**src/inc/ast_consts.svh**
```systemverilog
// register map, field positions, reset values and timing counts
`ifndef AST_CONSTS_SVH
`define AST_CONSTS_SVH
`define AST_ADDR_W 6
`define AST_OFF_TXDATA 6'h00
`define AST_OFF_RXDATA 6'h04
`define AST_OFF_STAT0 6'h08
`define AST_OFF_CTRL0 6'h0C
`define AST_OFF_CTRL1 6'h10
`define AST_OFF_STAT1 6'h14
`define AST_OFF_ADDRCMP 6'h18
`define AST_OFF_BAUDHI 6'h1C
`define AST_OFF_BAUDLO 6'h20
`define AST_C0_TX_EN 0
`define AST_C0_RX_EN 1
`define AST_C0_FLOW 2
`define AST_C0_PAR_EN 3
`define AST_C0_PAR_ODD 4
`define AST_C0_TWO_STOP 5
`define AST_C1_MP_EN 0
`define AST_C1_ADDR_BIT 1
`define AST_C1_MODE_LO 2
`define AST_C1_MODE_HI 3
`define AST_C1_ERR_ONLY 4
`define AST_C1_TIMER_EN 5
`define AST_CTRL_RST 8'h00
`define AST_BAUD_RST 16'h0001
`define AST_RESP_OKAY 2'b00
`define AST_RESP_SLVERR 2'b10
`define AST_TICKS_PER_BIT 5'h10
`define AST_START_MID 5'h07
`define AST_LEAD_TICKS 5'h10
`endif

```
**src/inc/ast_pkg.sv**
```systemverilog
// state types of the serial transceiver
package ast_pkg;
  typedef enum logic [2:0] {
    TX_IDLE, TX_SETUP, TX_START, TX_DATA, TX_NINTH, TX_STOP
  } ast_tx_state_e;
  typedef enum logic [2:0] {
    RX_IDLE, RX_START, RX_DATA, RX_NINTH, RX_STOP, RX_WAIT_HIGH
  } ast_rx_state_e;
  typedef logic [1:0] ast_match_mode_t;
endpackage
```
**src/hw/ast_uart.sv**
```systemverilog
// asynchronous serial transceiver with axi4-lite register slave
//
// The AXI4-Lite register port and the register addresses were decided locally.
`timescale 1ns/1ns
`default_nettype none
`include "ast_consts.svh"
module ast_uart (
  input wire logic aclk, // system clock, 25 MHz
  input wire logic aresetn, // synchronous reset, active low
  input wire logic [5:0] s_axi_awaddr, // write address
  input wire logic [2:0] s_axi_awprot, // unused protection bits
  input wire logic s_axi_awvalid, // write address valid
  output logic s_axi_awready, // write address ready
  input wire logic [31:0] s_axi_wdata, // write data
  input wire logic [3:0] s_axi_wstrb, // byte strobes, lane 0 used
  input wire logic s_axi_wvalid, // write data valid
  output logic s_axi_wready, // write data ready
  output logic [1:0] s_axi_bresp, // write response
  output logic s_axi_bvalid, // write response valid
  input wire logic s_axi_bready, // write response ready
  input wire logic [5:0] s_axi_araddr, // read address
  input wire logic [2:0] s_axi_arprot, // unused protection bits
  input wire logic s_axi_arvalid, // read address valid
  output logic s_axi_arready, // read address ready
  output logic [31:0] s_axi_rdata, // read data
  output logic [1:0] s_axi_rresp, // read response
  output logic s_axi_rvalid, // read data valid
  input wire logic s_axi_rready, // read data ready
  input wire logic rxd, // serial line in
  output logic txd, // serial line out, idle high
  input wire logic cts_n, // clear to send, active low
  output logic driver_enable, // transceiver enable, active high
  output logic tx_irq, // transmit interrupt level
  output logic rx_irq, // receive interrupt level
  output logic timer_irq // timer interrupt level
);
  logic aw_got_ff, w_got_ff, bvalid_ff, rvalid_ff;
  logic [5:0] awaddr_ff, araddr_ff;
  logic [7:0] wdata_ff;
  logic wstrb0_ff;
  logic [1:0] bresp_ff, rresp_ff;
  logic [31:0] rdata_ff;
  logic wr_go, rd_go, wr_hit, rd_hit;
  logic [7:0] rd_val;
  logic [7:0] ctrl0_ff, ctrl1_ff, addr_cmp_ff, baud_hi_ff, baud_lo_ff;
  logic [15:0] baud_cnt_ff;
  logic tick, timer_active, timer_flag_ff, baud_run;
  logic transmit_enable, receive_enable, flow_control_enable;
  logic parity_enable, parity_odd, two_stop, multiproc_enable;
  logic addr_bit_tx, err_only, ninth_on;
  ast_pkg::ast_match_mode_t addr_match_mode;
  ast_pkg::ast_tx_state_e tx_state_ff;
  logic [4:0] tx_sub_ff;
  logic [2:0] tx_bit_ff;
  logic tx_stop_cnt_ff, tx_nine_ff, tx_bit_done, tx_leave_start;
  logic [7:0] tx_shift_ff, thr_ff;
  logic thr_full_ff, thr_mp_ff, cts_n_ff, cts_ok, tx_load;
  logic txd_ff, drv_pre_ff, drv_ff;
  ast_pkg::ast_rx_state_e rx_state_ff;
  logic [4:0] rx_sub_ff;
  logic [2:0] rx_bit_ff;
  logic [7:0] rx_shift_ff, rx_data_ff;
  logic rx_nine_ff, rx_done_ff, rx_stop_ff, rx_sample;
  logic rx_data_avail_ff, rx_mp_ff, new_frame_ff, in_frame_ff;
  logic frame_err_ff, par_err_ff, overrun_ff, break_ff;
  logic is_break, is_addr, addr_hit, deliver, par_bad, rd_rxdata;

  assign transmit_enable = ctrl0_ff[`AST_C0_TX_EN];
  assign receive_enable = ctrl0_ff[`AST_C0_RX_EN];
  assign flow_control_enable = ctrl0_ff[`AST_C0_FLOW];
  assign parity_enable = ctrl0_ff[`AST_C0_PAR_EN];
  assign parity_odd = ctrl0_ff[`AST_C0_PAR_ODD];
  assign two_stop = ctrl0_ff[`AST_C0_TWO_STOP];
  assign multiproc_enable = ctrl1_ff[`AST_C1_MP_EN];
  assign addr_bit_tx = ctrl1_ff[`AST_C1_ADDR_BIT];
  assign addr_match_mode = ctrl1_ff[`AST_C1_MODE_HI:`AST_C1_MODE_LO];
  assign err_only = ctrl1_ff[`AST_C1_ERR_ONLY];
  assign ninth_on = parity_enable | multiproc_enable;

  // axi4-lite write channel: address and data taken in either order
  assign s_axi_awready = ~aw_got_ff;
  assign s_axi_wready = ~w_got_ff;
  assign wr_go = aw_got_ff & w_got_ff & ~bvalid_ff;
  assign wr_hit = (awaddr_ff <= `AST_OFF_BAUDLO) && (awaddr_ff[1:0] == 2'b00)
    && (awaddr_ff != `AST_OFF_RXDATA) && (awaddr_ff != `AST_OFF_STAT0)
    && (awaddr_ff != `AST_OFF_STAT1);
  always_ff @(posedge aclk)
  begin
    if (!aresetn)
    begin
      aw_got_ff <= 1'b0;
      w_got_ff <= 1'b0;
      bvalid_ff <= 1'b0;
      bresp_ff <= `AST_RESP_OKAY;
      awaddr_ff <= 6'h00;
      wdata_ff <= 8'h00;
      wstrb0_ff <= 1'b0;
    end
    else
    begin
      if (s_axi_awvalid && !aw_got_ff)
      begin
        aw_got_ff <= 1'b1;
        awaddr_ff <= s_axi_awaddr;
      end
      if (s_axi_wvalid && !w_got_ff)
      begin
        w_got_ff <= 1'b1;
        wdata_ff <= s_axi_wdata[7:0];
        wstrb0_ff <= s_axi_wstrb[0];
      end
      if (wr_go)
      begin
        bvalid_ff <= 1'b1;
        bresp_ff <= wr_hit ? `AST_RESP_OKAY : `AST_RESP_SLVERR;
      end
      else if (bvalid_ff && s_axi_bready)
      begin
        bvalid_ff <= 1'b0;
        aw_got_ff <= 1'b0;
        w_got_ff <= 1'b0;
      end
    end
  end
  assign s_axi_bvalid = bvalid_ff;
  assign s_axi_bresp = bresp_ff;

  // control registers; only byte lane 0 carries data
  always_ff @(posedge aclk)
  begin
    if (!aresetn)
    begin
      ctrl0_ff <= `AST_CTRL_RST;
      ctrl1_ff <= `AST_CTRL_RST;
      addr_cmp_ff <= 8'h00;
      baud_hi_ff <= 8'(`AST_BAUD_RST >> 8);
      baud_lo_ff <= 8'(`AST_BAUD_RST);
    end
    else if (wr_go && wstrb0_ff)
    begin
      unique case (awaddr_ff)
        `AST_OFF_CTRL0: ctrl0_ff <= wdata_ff;
        `AST_OFF_CTRL1: ctrl1_ff <= wdata_ff;
        `AST_OFF_ADDRCMP: addr_cmp_ff <= wdata_ff;
        `AST_OFF_BAUDHI: baud_hi_ff <= wdata_ff;
        `AST_OFF_BAUDLO: baud_lo_ff <= wdata_ff;
        default: ;
      endcase
    end
  end

  // axi4-lite read channel, one cycle to rvalid
  assign s_axi_arready = ~rvalid_ff;
  assign rd_go = s_axi_arvalid & ~rvalid_ff;
  assign rd_rxdata = rd_go && (s_axi_araddr == `AST_OFF_RXDATA);
  always_comb
  begin
    rd_hit = 1'b1;
    unique case (s_axi_araddr)
      `AST_OFF_RXDATA: rd_val = rx_data_ff;
      `AST_OFF_STAT0: rd_val = {~cts_n_ff, overrun_ff, par_err_ff,
        frame_err_ff, break_ff, tx_state_ff == ast_pkg::TX_IDLE,
        ~thr_full_ff, rx_data_avail_ff};
      `AST_OFF_CTRL0: rd_val = ctrl0_ff;
      `AST_OFF_CTRL1: rd_val = ctrl1_ff;
      `AST_OFF_STAT1: rd_val = {5'h00, timer_flag_ff, new_frame_ff, rx_mp_ff};
      `AST_OFF_ADDRCMP: rd_val = addr_cmp_ff;
      `AST_OFF_BAUDHI: rd_val = baud_hi_ff;
      `AST_OFF_BAUDLO: rd_val = baud_lo_ff;
      `AST_OFF_TXDATA: rd_val = 8'h00;
      default:
      begin
        rd_val = 8'h00;
        rd_hit = 1'b0;
      end
    endcase
  end
  always_ff @(posedge aclk)
  begin
    if (!aresetn)
    begin
      rvalid_ff <= 1'b0;
      rdata_ff <= 32'h0000_0000;
      rresp_ff <= `AST_RESP_OKAY;
    end
    else if (rd_go)
    begin
      rvalid_ff <= 1'b1;
      rdata_ff <= {24'h00_0000, rd_val};
      rresp_ff <= rd_hit ? `AST_RESP_OKAY : `AST_RESP_SLVERR;
    end
    else if (s_axi_rready)
      rvalid_ff <= 1'b0;
  end
  assign s_axi_rvalid = rvalid_ff;
  assign s_axi_rdata = rdata_ff;
  assign s_axi_rresp = rresp_ff;

  // shared divider: 16x bit clock for both directions, or a plain timer
  assign timer_active = ctrl1_ff[`AST_C1_TIMER_EN] & ~transmit_enable
    & ~receive_enable;
  assign baud_run = transmit_enable | receive_enable | timer_active;
  assign tick = baud_run && (baud_cnt_ff <= 16'h0001);
  always_ff @(posedge aclk)
  begin
    if (!aresetn)
      baud_cnt_ff <= `AST_BAUD_RST;
    else if (!baud_run || tick)
      baud_cnt_ff <= {baud_hi_ff, baud_lo_ff};
    else
      baud_cnt_ff <= baud_cnt_ff - 16'h0001;
  end
  // cleared by reading the second status register; a new tick wins
  always_ff @(posedge aclk)
  begin
    if (!aresetn)
      timer_flag_ff <= 1'b0;
    else if (timer_active && tick)
      timer_flag_ff <= 1'b1;
    else if (rd_go && s_axi_araddr == `AST_OFF_STAT1)
      timer_flag_ff <= 1'b0;
  end
  assign timer_irq = timer_flag_ff;

  // transmit holding register
  // setup must not wrap at a bit end, or the lead count never completes
  assign tx_bit_done = tick && (tx_sub_ff == `AST_TICKS_PER_BIT - 5'h01)
    && (tx_state_ff != ast_pkg::TX_SETUP);
  assign tx_leave_start = tx_bit_done && tx_state_ff == ast_pkg::TX_START;
  always_ff @(posedge aclk)
  begin
    if (!aresetn)
    begin
      thr_full_ff <= 1'b0;
      thr_ff <= 8'h00;
      thr_mp_ff <= 1'b0;
    end
    else if (wr_go && wstrb0_ff && awaddr_ff == `AST_OFF_TXDATA
      && !thr_full_ff)
    begin
      thr_full_ff <= 1'b1;
      thr_ff <= wdata_ff;
      thr_mp_ff <= addr_bit_tx;
    end
    else if (tx_leave_start)
      thr_full_ff <= 1'b0;
  end
  assign tx_irq = transmit_enable & ~thr_full_ff;

  always_ff @(posedge aclk)
  begin
    if (!aresetn)
      cts_n_ff <= 1'b1;
    else
      cts_n_ff <= cts_n;
  end
  assign cts_ok = ~flow_control_enable | ~cts_n_ff;

  // transmitter
  assign tx_load = thr_full_ff && cts_ok && tick
    && ((tx_state_ff == ast_pkg::TX_SETUP && tx_sub_ff == `AST_LEAD_TICKS)
    || (tx_state_ff == ast_pkg::TX_STOP && tx_bit_done
    && tx_stop_cnt_ff == two_stop));
  always_ff @(posedge aclk)
  begin
    if (!aresetn)
    begin
      tx_state_ff <= ast_pkg::TX_IDLE;
      tx_sub_ff <= 5'h00;
      tx_bit_ff <= 3'h0;
      tx_stop_cnt_ff <= 1'b0;
      tx_shift_ff <= 8'h00;
      tx_nine_ff <= 1'b0;
    end
    else if (!transmit_enable)
    begin
      tx_state_ff <= ast_pkg::TX_IDLE;
      tx_sub_ff <= 5'h00;
    end
    else if (tx_load)
    begin
      tx_state_ff <= ast_pkg::TX_START;
      tx_sub_ff <= 5'h00;
      tx_shift_ff <= thr_ff;
      tx_nine_ff <= multiproc_enable ? thr_mp_ff
        : (^thr_ff) ^ parity_odd;
    end
    else
    begin
      if (tick && tx_state_ff != ast_pkg::TX_IDLE)
        tx_sub_ff <= tx_bit_done ? 5'h00 : tx_sub_ff + 5'h01;
      unique case (tx_state_ff)
        ast_pkg::TX_IDLE:
          if (thr_full_ff && cts_ok)
          begin
            tx_state_ff <= ast_pkg::TX_SETUP;
            tx_sub_ff <= 5'h00;
          end
        ast_pkg::TX_SETUP:
          if (tick && tx_sub_ff == `AST_LEAD_TICKS)
            tx_sub_ff <= `AST_LEAD_TICKS; // held off by clear-to-send
        ast_pkg::TX_START:
          if (tx_bit_done)
          begin
            tx_state_ff <= ast_pkg::TX_DATA;
            tx_bit_ff <= 3'h0;
          end
        ast_pkg::TX_DATA:
          if (tx_bit_done)
          begin
            tx_shift_ff <= tx_shift_ff >> 1;
            tx_bit_ff <= tx_bit_ff + 3'h1;
            tx_stop_cnt_ff <= 1'b0;
            if (tx_bit_ff == 3'h7)
              tx_state_ff <= ninth_on ? ast_pkg::TX_NINTH
                : ast_pkg::TX_STOP;
          end
        ast_pkg::TX_NINTH:
          if (tx_bit_done)
            tx_state_ff <= ast_pkg::TX_STOP;
        ast_pkg::TX_STOP:
          if (tx_bit_done)
          begin
            tx_stop_cnt_ff <= 1'b1;
            if (tx_stop_cnt_ff == two_stop)
              tx_state_ff <= ast_pkg::TX_IDLE;
          end
      endcase
    end
  end

  // line and driver enable; enable lags the state by two clocks so it
  // drops one clock after the line returns from the last stop bit
  always_ff @(posedge aclk)
  begin
    if (!aresetn)
    begin
      txd_ff <= 1'b1;
      drv_pre_ff <= 1'b0;
      drv_ff <= 1'b0;
    end
    else
    begin
      unique case (tx_state_ff)
        ast_pkg::TX_START: txd_ff <= 1'b0;
        ast_pkg::TX_DATA: txd_ff <= tx_shift_ff[0];
        ast_pkg::TX_NINTH: txd_ff <= tx_nine_ff;
        default: txd_ff <= 1'b1;
      endcase
      drv_pre_ff <= tx_state_ff != ast_pkg::TX_IDLE;
      drv_ff <= drv_pre_ff;
    end
  end
  assign txd = txd_ff;
  assign driver_enable = drv_ff;

  // receiver, 16x oversampled
  assign rx_sample = tick && (rx_sub_ff == `AST_TICKS_PER_BIT - 5'h01);
  always_ff @(posedge aclk)
  begin
    if (!aresetn)
    begin
      rx_state_ff <= ast_pkg::RX_IDLE;
      rx_sub_ff <= 5'h00;
      rx_bit_ff <= 3'h0;
      rx_shift_ff <= 8'h00;
      rx_nine_ff <= 1'b0;
      rx_done_ff <= 1'b0;
      rx_stop_ff <= 1'b1;
    end
    else if (!receive_enable)
    begin
      rx_state_ff <= ast_pkg::RX_IDLE;
      rx_done_ff <= 1'b0;
    end
    else
    begin
      rx_done_ff <= 1'b0;
      if (tick)
        rx_sub_ff <= rx_sample ? 5'h00 : rx_sub_ff + 5'h01;
      unique case (rx_state_ff)
        ast_pkg::RX_IDLE:
          if (!rxd)
          begin
            rx_state_ff <= ast_pkg::RX_START;
            rx_sub_ff <= 5'h00;
          end
        ast_pkg::RX_START:
          if (tick && rx_sub_ff == `AST_START_MID)
          begin
            rx_sub_ff <= 5'h00;
            rx_bit_ff <= 3'h0;
            rx_state_ff <= rxd ? ast_pkg::RX_IDLE : ast_pkg::RX_DATA;
          end
        ast_pkg::RX_DATA:
          if (rx_sample)
          begin
            rx_shift_ff <= {rxd, rx_shift_ff[7:1]};
            rx_bit_ff <= rx_bit_ff + 3'h1;
            if (rx_bit_ff == 3'h7)
              rx_state_ff <= ninth_on ? ast_pkg::RX_NINTH
                : ast_pkg::RX_STOP;
          end
        ast_pkg::RX_NINTH:
          if (rx_sample)
          begin
            rx_nine_ff <= rxd;
            rx_state_ff <= ast_pkg::RX_STOP;
          end
        ast_pkg::RX_STOP:
          if (rx_sample)
          begin
            rx_done_ff <= 1'b1;
            rx_stop_ff <= rxd;
            // a low stop bit must see the line go high before a new start
            rx_state_ff <= rxd ? ast_pkg::RX_IDLE : ast_pkg::RX_WAIT_HIGH;
          end
        ast_pkg::RX_WAIT_HIGH:
          if (rxd)
            rx_state_ff <= ast_pkg::RX_IDLE;
      endcase
    end
  end

  // delivery and address filtering
  assign is_break = rx_shift_ff == 8'h00 && !rx_stop_ff
    && (!ninth_on || !rx_nine_ff);
  assign is_addr = multiproc_enable & rx_nine_ff;
  assign addr_hit = rx_shift_ff == addr_cmp_ff;
  assign par_bad = parity_enable && !multiproc_enable
    && (rx_nine_ff != ((^rx_shift_ff) ^ parity_odd));
  always_comb
  begin
    deliver = 1'b1;
    if (multiproc_enable)
    begin
      unique case (addr_match_mode)
        2'b00: deliver = 1'b1;
        2'b01: deliver = is_addr;
        2'b10: deliver = is_addr ? addr_hit : in_frame_ff;
        2'b11: deliver = !is_addr && in_frame_ff;
      endcase
    end
  end
  always_ff @(posedge aclk)
  begin
    if (!aresetn)
      in_frame_ff <= 1'b0;
    else if (rx_done_ff && is_addr && !is_break)
      in_frame_ff <= addr_hit;
  end

  // flags cleared by reading received data; a new event wins the clear
  always_ff @(posedge aclk)
  begin
    if (!aresetn)
    begin
      rx_data_ff <= 8'h00;
      rx_mp_ff <= 1'b0;
      new_frame_ff <= 1'b0;
      rx_data_avail_ff <= 1'b0;
      frame_err_ff <= 1'b0;
      par_err_ff <= 1'b0;
      overrun_ff <= 1'b0;
      break_ff <= 1'b0;
    end
    else if (rx_done_ff && is_break)
      break_ff <= 1'b1;
    else if (rx_done_ff && deliver)
    begin
      if (rx_data_avail_ff && !rd_rxdata)
        overrun_ff <= 1'b1;
      else
      begin
        rx_data_ff <= rx_shift_ff;
        rx_mp_ff <= is_addr;
        new_frame_ff <= !is_addr && multiproc_enable && addr_match_mode[1]
          && (new_frame_ff || rx_mp_ff);
      end
      rx_data_avail_ff <= 1'b1;
      frame_err_ff <= !rx_stop_ff;
      par_err_ff <= par_bad;
    end
    else if (rd_rxdata)
    begin
      rx_data_avail_ff <= 1'b0;
      frame_err_ff <= 1'b0;
      par_err_ff <= 1'b0;
      overrun_ff <= 1'b0;
      break_ff <= 1'b0;
    end
  end
  assign rx_irq = (rx_data_avail_ff & ~err_only) | frame_err_ff
    | par_err_ff | overrun_ff | break_ff;
endmodule
`default_nettype wire

```
**config.mk**
```make
export PLATFORM = sky130hd
export DESIGN_NAME = ast_uart
export DESIGN_NICKNAME = d
export VERILOG_FILES = /design/src/inc/ast_pkg.sv /design/src/hw/ast_uart.sv
export VERILOG_INCLUDE_DIRS = /design/src /design/src/inc
export SDC_FILE = /design/constraint.sdc
export NUM_CORES = 1
export LEC_CHECK = 0
export BUFFER_PORTS_ARGS = -buffer_cell sky130_fd_sc_hd__clkbuf_2
export CORE_MARGIN = 2
export CORE_UTILIZATION = 58
export CTS_CLUSTER_SIZE = 30
export DETAILED_ROUTE_END_ITERATION = 10
export PLACE_DENSITY_LB_ADDON = 0.15
export SYNTH_ARGS = -nofsm -noshare
export SYNTH_HDL_FRONTEND = slang
export SYNTH_SLANG_ARGS = --single-unit
```
**constraint.sdc**
```tcl
create_clock -name aclk -period 3.25 [get_ports aclk]
set_input_delay 0 -clock aclk [delete_from_list [all_inputs] [get_ports aclk]]
set_output_delay 0 -clock aclk [all_outputs]
set_load 0.02 [all_outputs]
```
==> results.ini, run 1 <==
[timing]
finalMaxSlewViolations=0
rsz0062_at_grt=false
worst_pin_slew_ns=1.16
finalHoldViolCount=0
whs_ns=0.135
max_freq_mhz=359
finalSetupViolCount=0
timing.final.crit_share_pct=85.7
fin_tns_setup_ns=0
fin_skew_ns=0.00812
slew_headroom_pct=22.6
period_needed_ns=2.78

[logic_synthesis]
yosysWarningCount=0
yosysSeqAreaShare_pct=39.4
synth.area.mux_share_pct=8.29
synthCells=957
ys_async_sr_fraction_pct=0
avgSynthCellArea_um2=8.44
synth_xor_area_share_pct=3.69
synth.area.top_cells=dfxtp_1, mux2i_1, nor2_1
syn_area_um2=8080
ys_ff_latch=159
synth_top_area_cell=dfxtp_1
yosys.cell_types.count=78
synth_fa_ha_area_share_pct=2.29
yosys.area_share.simple_pct=23.2
synth_top_family_by_area=simple AND/OR/NAND/NOR gates
synth_compound_area_share_pct=16.2
synth_top_area_share_pct=39.4
synth_edf_count=0
ys.flop_type=dfxtp_1

[run_status]
status=completed

[worst_setup_path]
required_ns=3.58
crit_type=flop to flop
path_max_fanout=11
crit_arrival_ns=3.12
endpoint_kind=flop
startpoint_type=flop
r2r_cells=9

[finish]
utilization_pct=66.5
fin_area_um2=9130
fillCellCount=1207
drive_gt1_share_pct=11.7
fin_nets=1082
antenna_cells=0
area_growth_pct=13.0
post_layout_nonfiller_instances=1196

[run]
maxCapViolCount=0

[route]
drtIter0Drc=560
drc_errors=0
drt_pre_antenna_iters=5
ant_nets=0
vias=6950
wire_per_inst_um=16.6
viasPerCell=5.81
wirelength_mm=19.8

[die]
die_h_um=122
start_util_pct=58.9
fp.dieW_um=122
ioPinCount=109
coreArea_um2=13700
rows=43
die_area_um2=14900

[clock_tree]
cts_buffers=17
cts_tree=done
cts_root_buffer=clkbuf_16
cts_buffer_depth=2
post_cts_buffers=0
cts_resized=0
holdBufCountCts=25
cts_max_level=4
cts.sinks=159
path_clk_slew_ns=0.06
insertion_delay_ns=0.42

[placement]
place_area_um2=8290
dp_hpwl_mm=13.5
io_buffers=49
placed_cells=1141
place_congestion=0.860

[power_and_ir_drop]
ir_drop_v=0.000512
p_leak_nw=3.62
p_per_area_nw_per_um2=461

[grt]
grt_pass1_vias=6378
grt_max_degree=74
grt_usage_pct=27.5
grt_pass1_wl_mm=31.9
antenna_found_initial=0
grt.overflow.total=0

[hold_path]
min_delay_path_depth=3
hold_class=input port to flop

[kinds of logic after synthesis]
| logic type | after synthesis |
|---|---|
| XOR/XNOR | 34 |
| other | 1 |
| AND/OR/NAND/NOR | 374 |
| multiplexers | 66 |
| flip-flops | 159 |
| adder cells (fa/ha/maj) | 15 |
| buffers and inverters | 107 |
| AO/OA/AOI/OAI | 201 |
[cell usage in the layout, fill, tap and decap left out, types with 4 or more instances in the layout]
| cell type | n |
|---|---|
| a211oi_1 | 14 |
| a21boi_0 | 5 |
| a21oi_1 | 69 |
| a22o_1 | 7 |
| a22oi_1 | 4 |
| a311oi_1 | 4 |
| a31oi_1 | 9 |
| and2_1 | 9 |
| and3_1 | 7 |
| buf_4 | 9 |
| clkbuf_16 | 17 |
| clkbuf_2 | 49 |
| clkbuf_8 | 4 |
| conb_1 | 26 |
| dfxtp_1 | 159 |
| dlygate4sd3_1 | 25 |
| ha_1 | 14 |
| inv_1 | 26 |
| mux2_2 | 7 |
| mux2i_1 | 59 |
| nand2_1 | 96 |
| nand2b_1 | 12 |
| nand3_1 | 40 |
| nand3b_1 | 6 |
| nand4_1 | 10 |
| nor2_1 | 116 |
| nor2b_1 | 12 |
| nor3_1 | 14 |
| nor4_1 | 11 |
| o21a_1 | 7 |
| o21ai_0 | 33 |
| o22a_1 | 6 |
| o31ai_1 | 11 |
| or2_2 | 5 |
| or3_1 | 6 |
| xnor2_1 | 17 |
| xor2_1 | 17 |
[report_power, final]
part | internal (W) | switching [W]
Sequential | 0.00197 | 0.0000286
Clock | 0.00121 | 0.000784
Combinational | 0.0000762 | 0.000140
[metrics by stage]
step	worst slack (ns)	power, W
after floorplan	0.987	0.00219
after global placement	0.568	0.00222
after detailed placement	0.529	0.00222
after CTS	0.510	0.00423
after global routing	0.302	0.00433
final	0.465	0.00420
[routing by layer]
metal	global-route usage [%]	vias up	share of wire, %	routed length, um
met2	45.3	205	48	9610
li1	-	3421	-	-
met3	5.43	15	6.0	1190
met1	36.9	3309	44	8810
met5	0	-	0	0
met4	7.18	0	1.0	200
[state kept, by name (all words and copies together) (netlist names), 6 cells and up]
name,cells
ctrl1_ff,8
tx_shift_ff,8
thr_ff,8
addr_cmp_ff,8
baud_cnt_ff,16
rx_data_ff,8
baud_hi_ff,8
baud_lo_ff,8
ctrl0_ff,8
s_axi_rdata,8
awaddr_ff,6
wdata_ff,8
rx_shift_ff,8
[final timing paths]
check                                  start             end  slack, ns
worst max-delay path            tx_sub_ff[0]  tx_state_ff[2]       0.47
worst min-delay path                 aresetn  baud_cnt_ff[0]       0.14
worst max register to register  tx_sub_ff[0]  tx_state_ff[2]       0.47
worst min register to register    drv_pre_ff   driver_enable       0.44
[synthesized netlist by cell type (12+ instances only)]
library cell	count
dfxtp_1	159
nor2_1	116
nand2_1	96
a21oi_1	70
mux2i_1	59
nand3_1	40
clkbuf_1	35
o21ai_0	33
buf_4	30
inv_1	26
xnor2_1	17
xor2_1	17
a211oi_1	14
ha_1	14
nor3_1	14
nand2b_1	12
nor2b_1	12
[layout make-up]
type / count / area (um^2) / area share [%]
multi-input cells: 716 / 4440 / 48.7
flip-flops and latches: 159 / 3180 / 34.9
repair buffers: 84 / 583 / 6.39
clock buffers: 22 / 484 / 5.31
well taps: 180 / 225 / 2.47
clock inverters: 8 / 106 / 1.17
inverters: 27 / 103 / 1.12
[critical path, stage by stage (launching register included)]
cell	delay (ns)
dfxtp_1	0.34
ha_1	0.23
and3_1	0.19
ha_1	0.27
nand2_1	0.12
nor3_1	0.07
o21ai_1	0.65
nor2_1	0.18
or3_1	0.40
nor4_1	0.25
Note: power is estimated with default switching activity, not from simulation.
==> inputs of run 2 (changes only) <==
--- a/config.mk
+++ b/config.mk
@@ -12,6 +12,7 @@
 export CTS_CLUSTER_SIZE = 30
 export DETAILED_ROUTE_END_ITERATION = 10
 export PLACE_DENSITY_LB_ADDON = 0.15
+export REMOVE_ABC_BUFFERS = 1
 export SYNTH_ARGS = -nofsm -noshare
 export SYNTH_HDL_FRONTEND = slang
 export SYNTH_SLANG_ARGS = --single-unit
==> run 2 against run 1 <==
Net effect: cell area rose by 0.11%; sequential power barely moved; utilization rose by 0.073 points; register-to-register slack got worse by 0.11 ns; fmax fell by 3.9%; routed wire length rose by 2.2%; sequential cell count did not move; clock-buffer cell count fell by 1; largest cell class unchanged; highest routed layer unchanged.
==> results.ini, run 2 (synthesis results as in run 1) <==
[route]
wire_per_inst_um=16.9  ; +2.0%
vias=6866  ; -1.2%
drt_pre_antenna_iters=6  ; +1
ant_nets=0  ; unchanged
drc_errors=0  ; unchanged
drtIter0Drc=491  ; -12%
viasPerCell=5.73  ; -1.4%
wirelength_mm=20.2  ; +2.2%

[finish]
largest-register=baud_cnt_ff
largest_register_ffs=16  ; unchanged
drive_gt1_share_pct=11.9  ; +0.17 points
post_layout_nonfiller_instances=1198  ; +0.17%
fin_nets=1082  ; unchanged
area_growth_pct=13.1
antenna_cells=0  ; unchanged
final_common_cell=dfxtp_1
final_cell_mix=dfxtp_1, nor2_1, nand2_1

[clock_tree]
cts_tree=done
cts_buffers=17  ; unchanged
post_cts_buffers=0  ; unchanged
insertion_delay_ns=0.43  ; about the same
cts_max_level=4  ; unchanged
cts_resized=0  ; unchanged
cts_buffer_depth=2  ; unchanged
cts_root_buffer=clkbuf_16
path_clk_slew_ns=0.06  ; about the same
cts.sinks=159  ; unchanged

[die]
die_area_um2=14900  ; unchanged
die_h_um=122  ; unchanged
coreArea_um2=13700  ; unchanged
fp.dieW_um=122  ; unchanged
rows=43  ; unchanged
ioPinCount=109  ; unchanged
start_util_pct=58.9  ; unchanged

[timing]
timing.final.crit_share_pct=89.2  ; +3.5 points
finalMaxSlewViolations=0  ; unchanged
fin_tns_setup_ns=0  ; unchanged
slew_headroom_pct=29.6  ; +7.0 points
fin_skew_ns=0.00919  ; +0.00106 ns
period_needed_ns=2.90  ; +0.113 ns
finalSetupViolCount=0  ; unchanged
max_freq_mhz=345  ; -3.9%
whs_ns=0.0277  ; -0.107 ns
worst_pin_slew_ns=1.05  ; -0.104 ns
rsz0062_at_grt=false
finalHoldViolCount=0  ; unchanged

[run_status]
status=completed

[power_and_ir_drop]
power_frac_comb_pct=5.1  ; about the same
switching_share_pct=23.8  ; +1.1 points
p_per_area_nw_per_um2=465  ; +1.1%
p_leak_nw=3.61  ; about the same
p_clk_share_pct=47.9  ; +0.5 points
p_int_w=0.00324  ; -0.30%
ir_drop_v=0.000515  ; +0.63%
switchingPower_w=0.00101  ; +6.2%
pwr-share-seq_pct=47.0  ; -0.5 points

[placement]
dp_hpwl_mm=13.6  ; +0.60%
io_buffers=49  ; unchanged
place_congestion=0.864  ; +0.52%
placed_cells=1141  ; unchanged

[grt]
antenna_found_initial=0  ; unchanged
grt.overflow.total=0  ; unchanged
grt_max_degree=97  ; +31%
grt_usage_pct=28.0  ; +0.56 points
grt_pass1_vias=6327  ; -0.80%
grt_pass1_wl_mm=32.2  ; +0.84%

[worst_setup_path]
path_max_fanout=11  ; unchanged
endpoint_kind=flop
required_ns=3.59  ; about the same
crit_arrival_ns=3.24  ; +0.12 ns
startpoint_type=flop
crit_type=flop to flop
r2r_cells=9  ; unchanged

[hold_path]
hold_class=input port to flop
min_delay_path_depth=3  ; unchanged

[run]
maxCapViolCount=0  ; unchanged

==> run 2: metal layers <==
layer / vias to the layer above / part of all wire (%) / GRT usage [%]
li1: 3424 / - / -
met1: 3225 / 46 / 38.2
met2: 183 / 46 / 44.6
met3: 34 / 5.3 / 5.62
met4: 0 / 2.3 / 9.12
met5: - / 0 / 0
==> run 2: repair_timing <==
action | CTS | global route
hold endpoints to repair | 22 | 0
hold buffers | 25 | 0
setup endpoints to repair | 0 | 0
==> run 2: worst paths after layout <==
| kind | startpoint | slack (ns) | endpoint |
|---|---|---|---|
| worst max-delay path | tx_sub_ff[0] | 0.35 | tx_state_ff[2] |
| worst min-delay path | aresetn | 0.03 | tx_bit_ff[1] |
| worst max register to register | tx_sub_ff[0] | 0.35 | tx_state_ff[2] |
| worst min register to register | drv_pre_ff | 0.44 | driver_enable |
==> run 2: metrics by stage <==
| step | setup slack, ns | utilization [%] | cell area (um^2) | power (W) |
|---|---|---|---|---|
| after floorplan | 0.424 | - | 7720 | 0.00214 |
| after global placement | 0.525 | 60.4 | 8290 | 0.00223 |
| after detailed placement | 0.404 | 60.4 | 8290 | 0.00223 |
| after CTS | 0.372 | 66.6 | 9140 | 0.00425 |
| after global routing | 0.0652 | 66.6 | 9140 | 0.00436 |
| final | 0.352 | 66.6 | 9140 | 0.00425 |
==> run 2: power groups by stage <==
| stage | sequential [W] | combinational [W] | clock (W) |
|---|---|---|---|
| finish | 0.00200 | 0.000217 | 0.00204 |
| global route | 0.00200 | 0.000238 | 0.00212 |
| CTS | 0.00200 | 0.000213 | 0.00204 |
| detailed placement | 0.00204 | 0.000188 | 0 |
| global placement | 0.00204 | 0.000187 | 0 |
| floorplan | 0.00203 | 0.000110 | 0 |
==> run 2: area by class of cell <==
class / count / area (um^2)
Fill cell: 1162 / 4580
Multi-Input combinational cell: 716 / 4440
Sequential cell: 159 / 3180
Timing Repair Buffer: 84 / 583
Clock buffer: 21 / 470
Tap cell: 180 / 225
Clock inverter: 11 / 130
Inverter: 27 / 103
==> run 2: critical path: stages (launching register included) <==
cell and delay [ns]:
dfxtp_1 0.34, ha_1 0.23, and3_1 0.19, ha_1 0.27
nand2_1 0.14, nor3_1 0.08, o21ai_1 0.67, nor2_1 0.19
or3_1 0.41, nor4_1 0.27
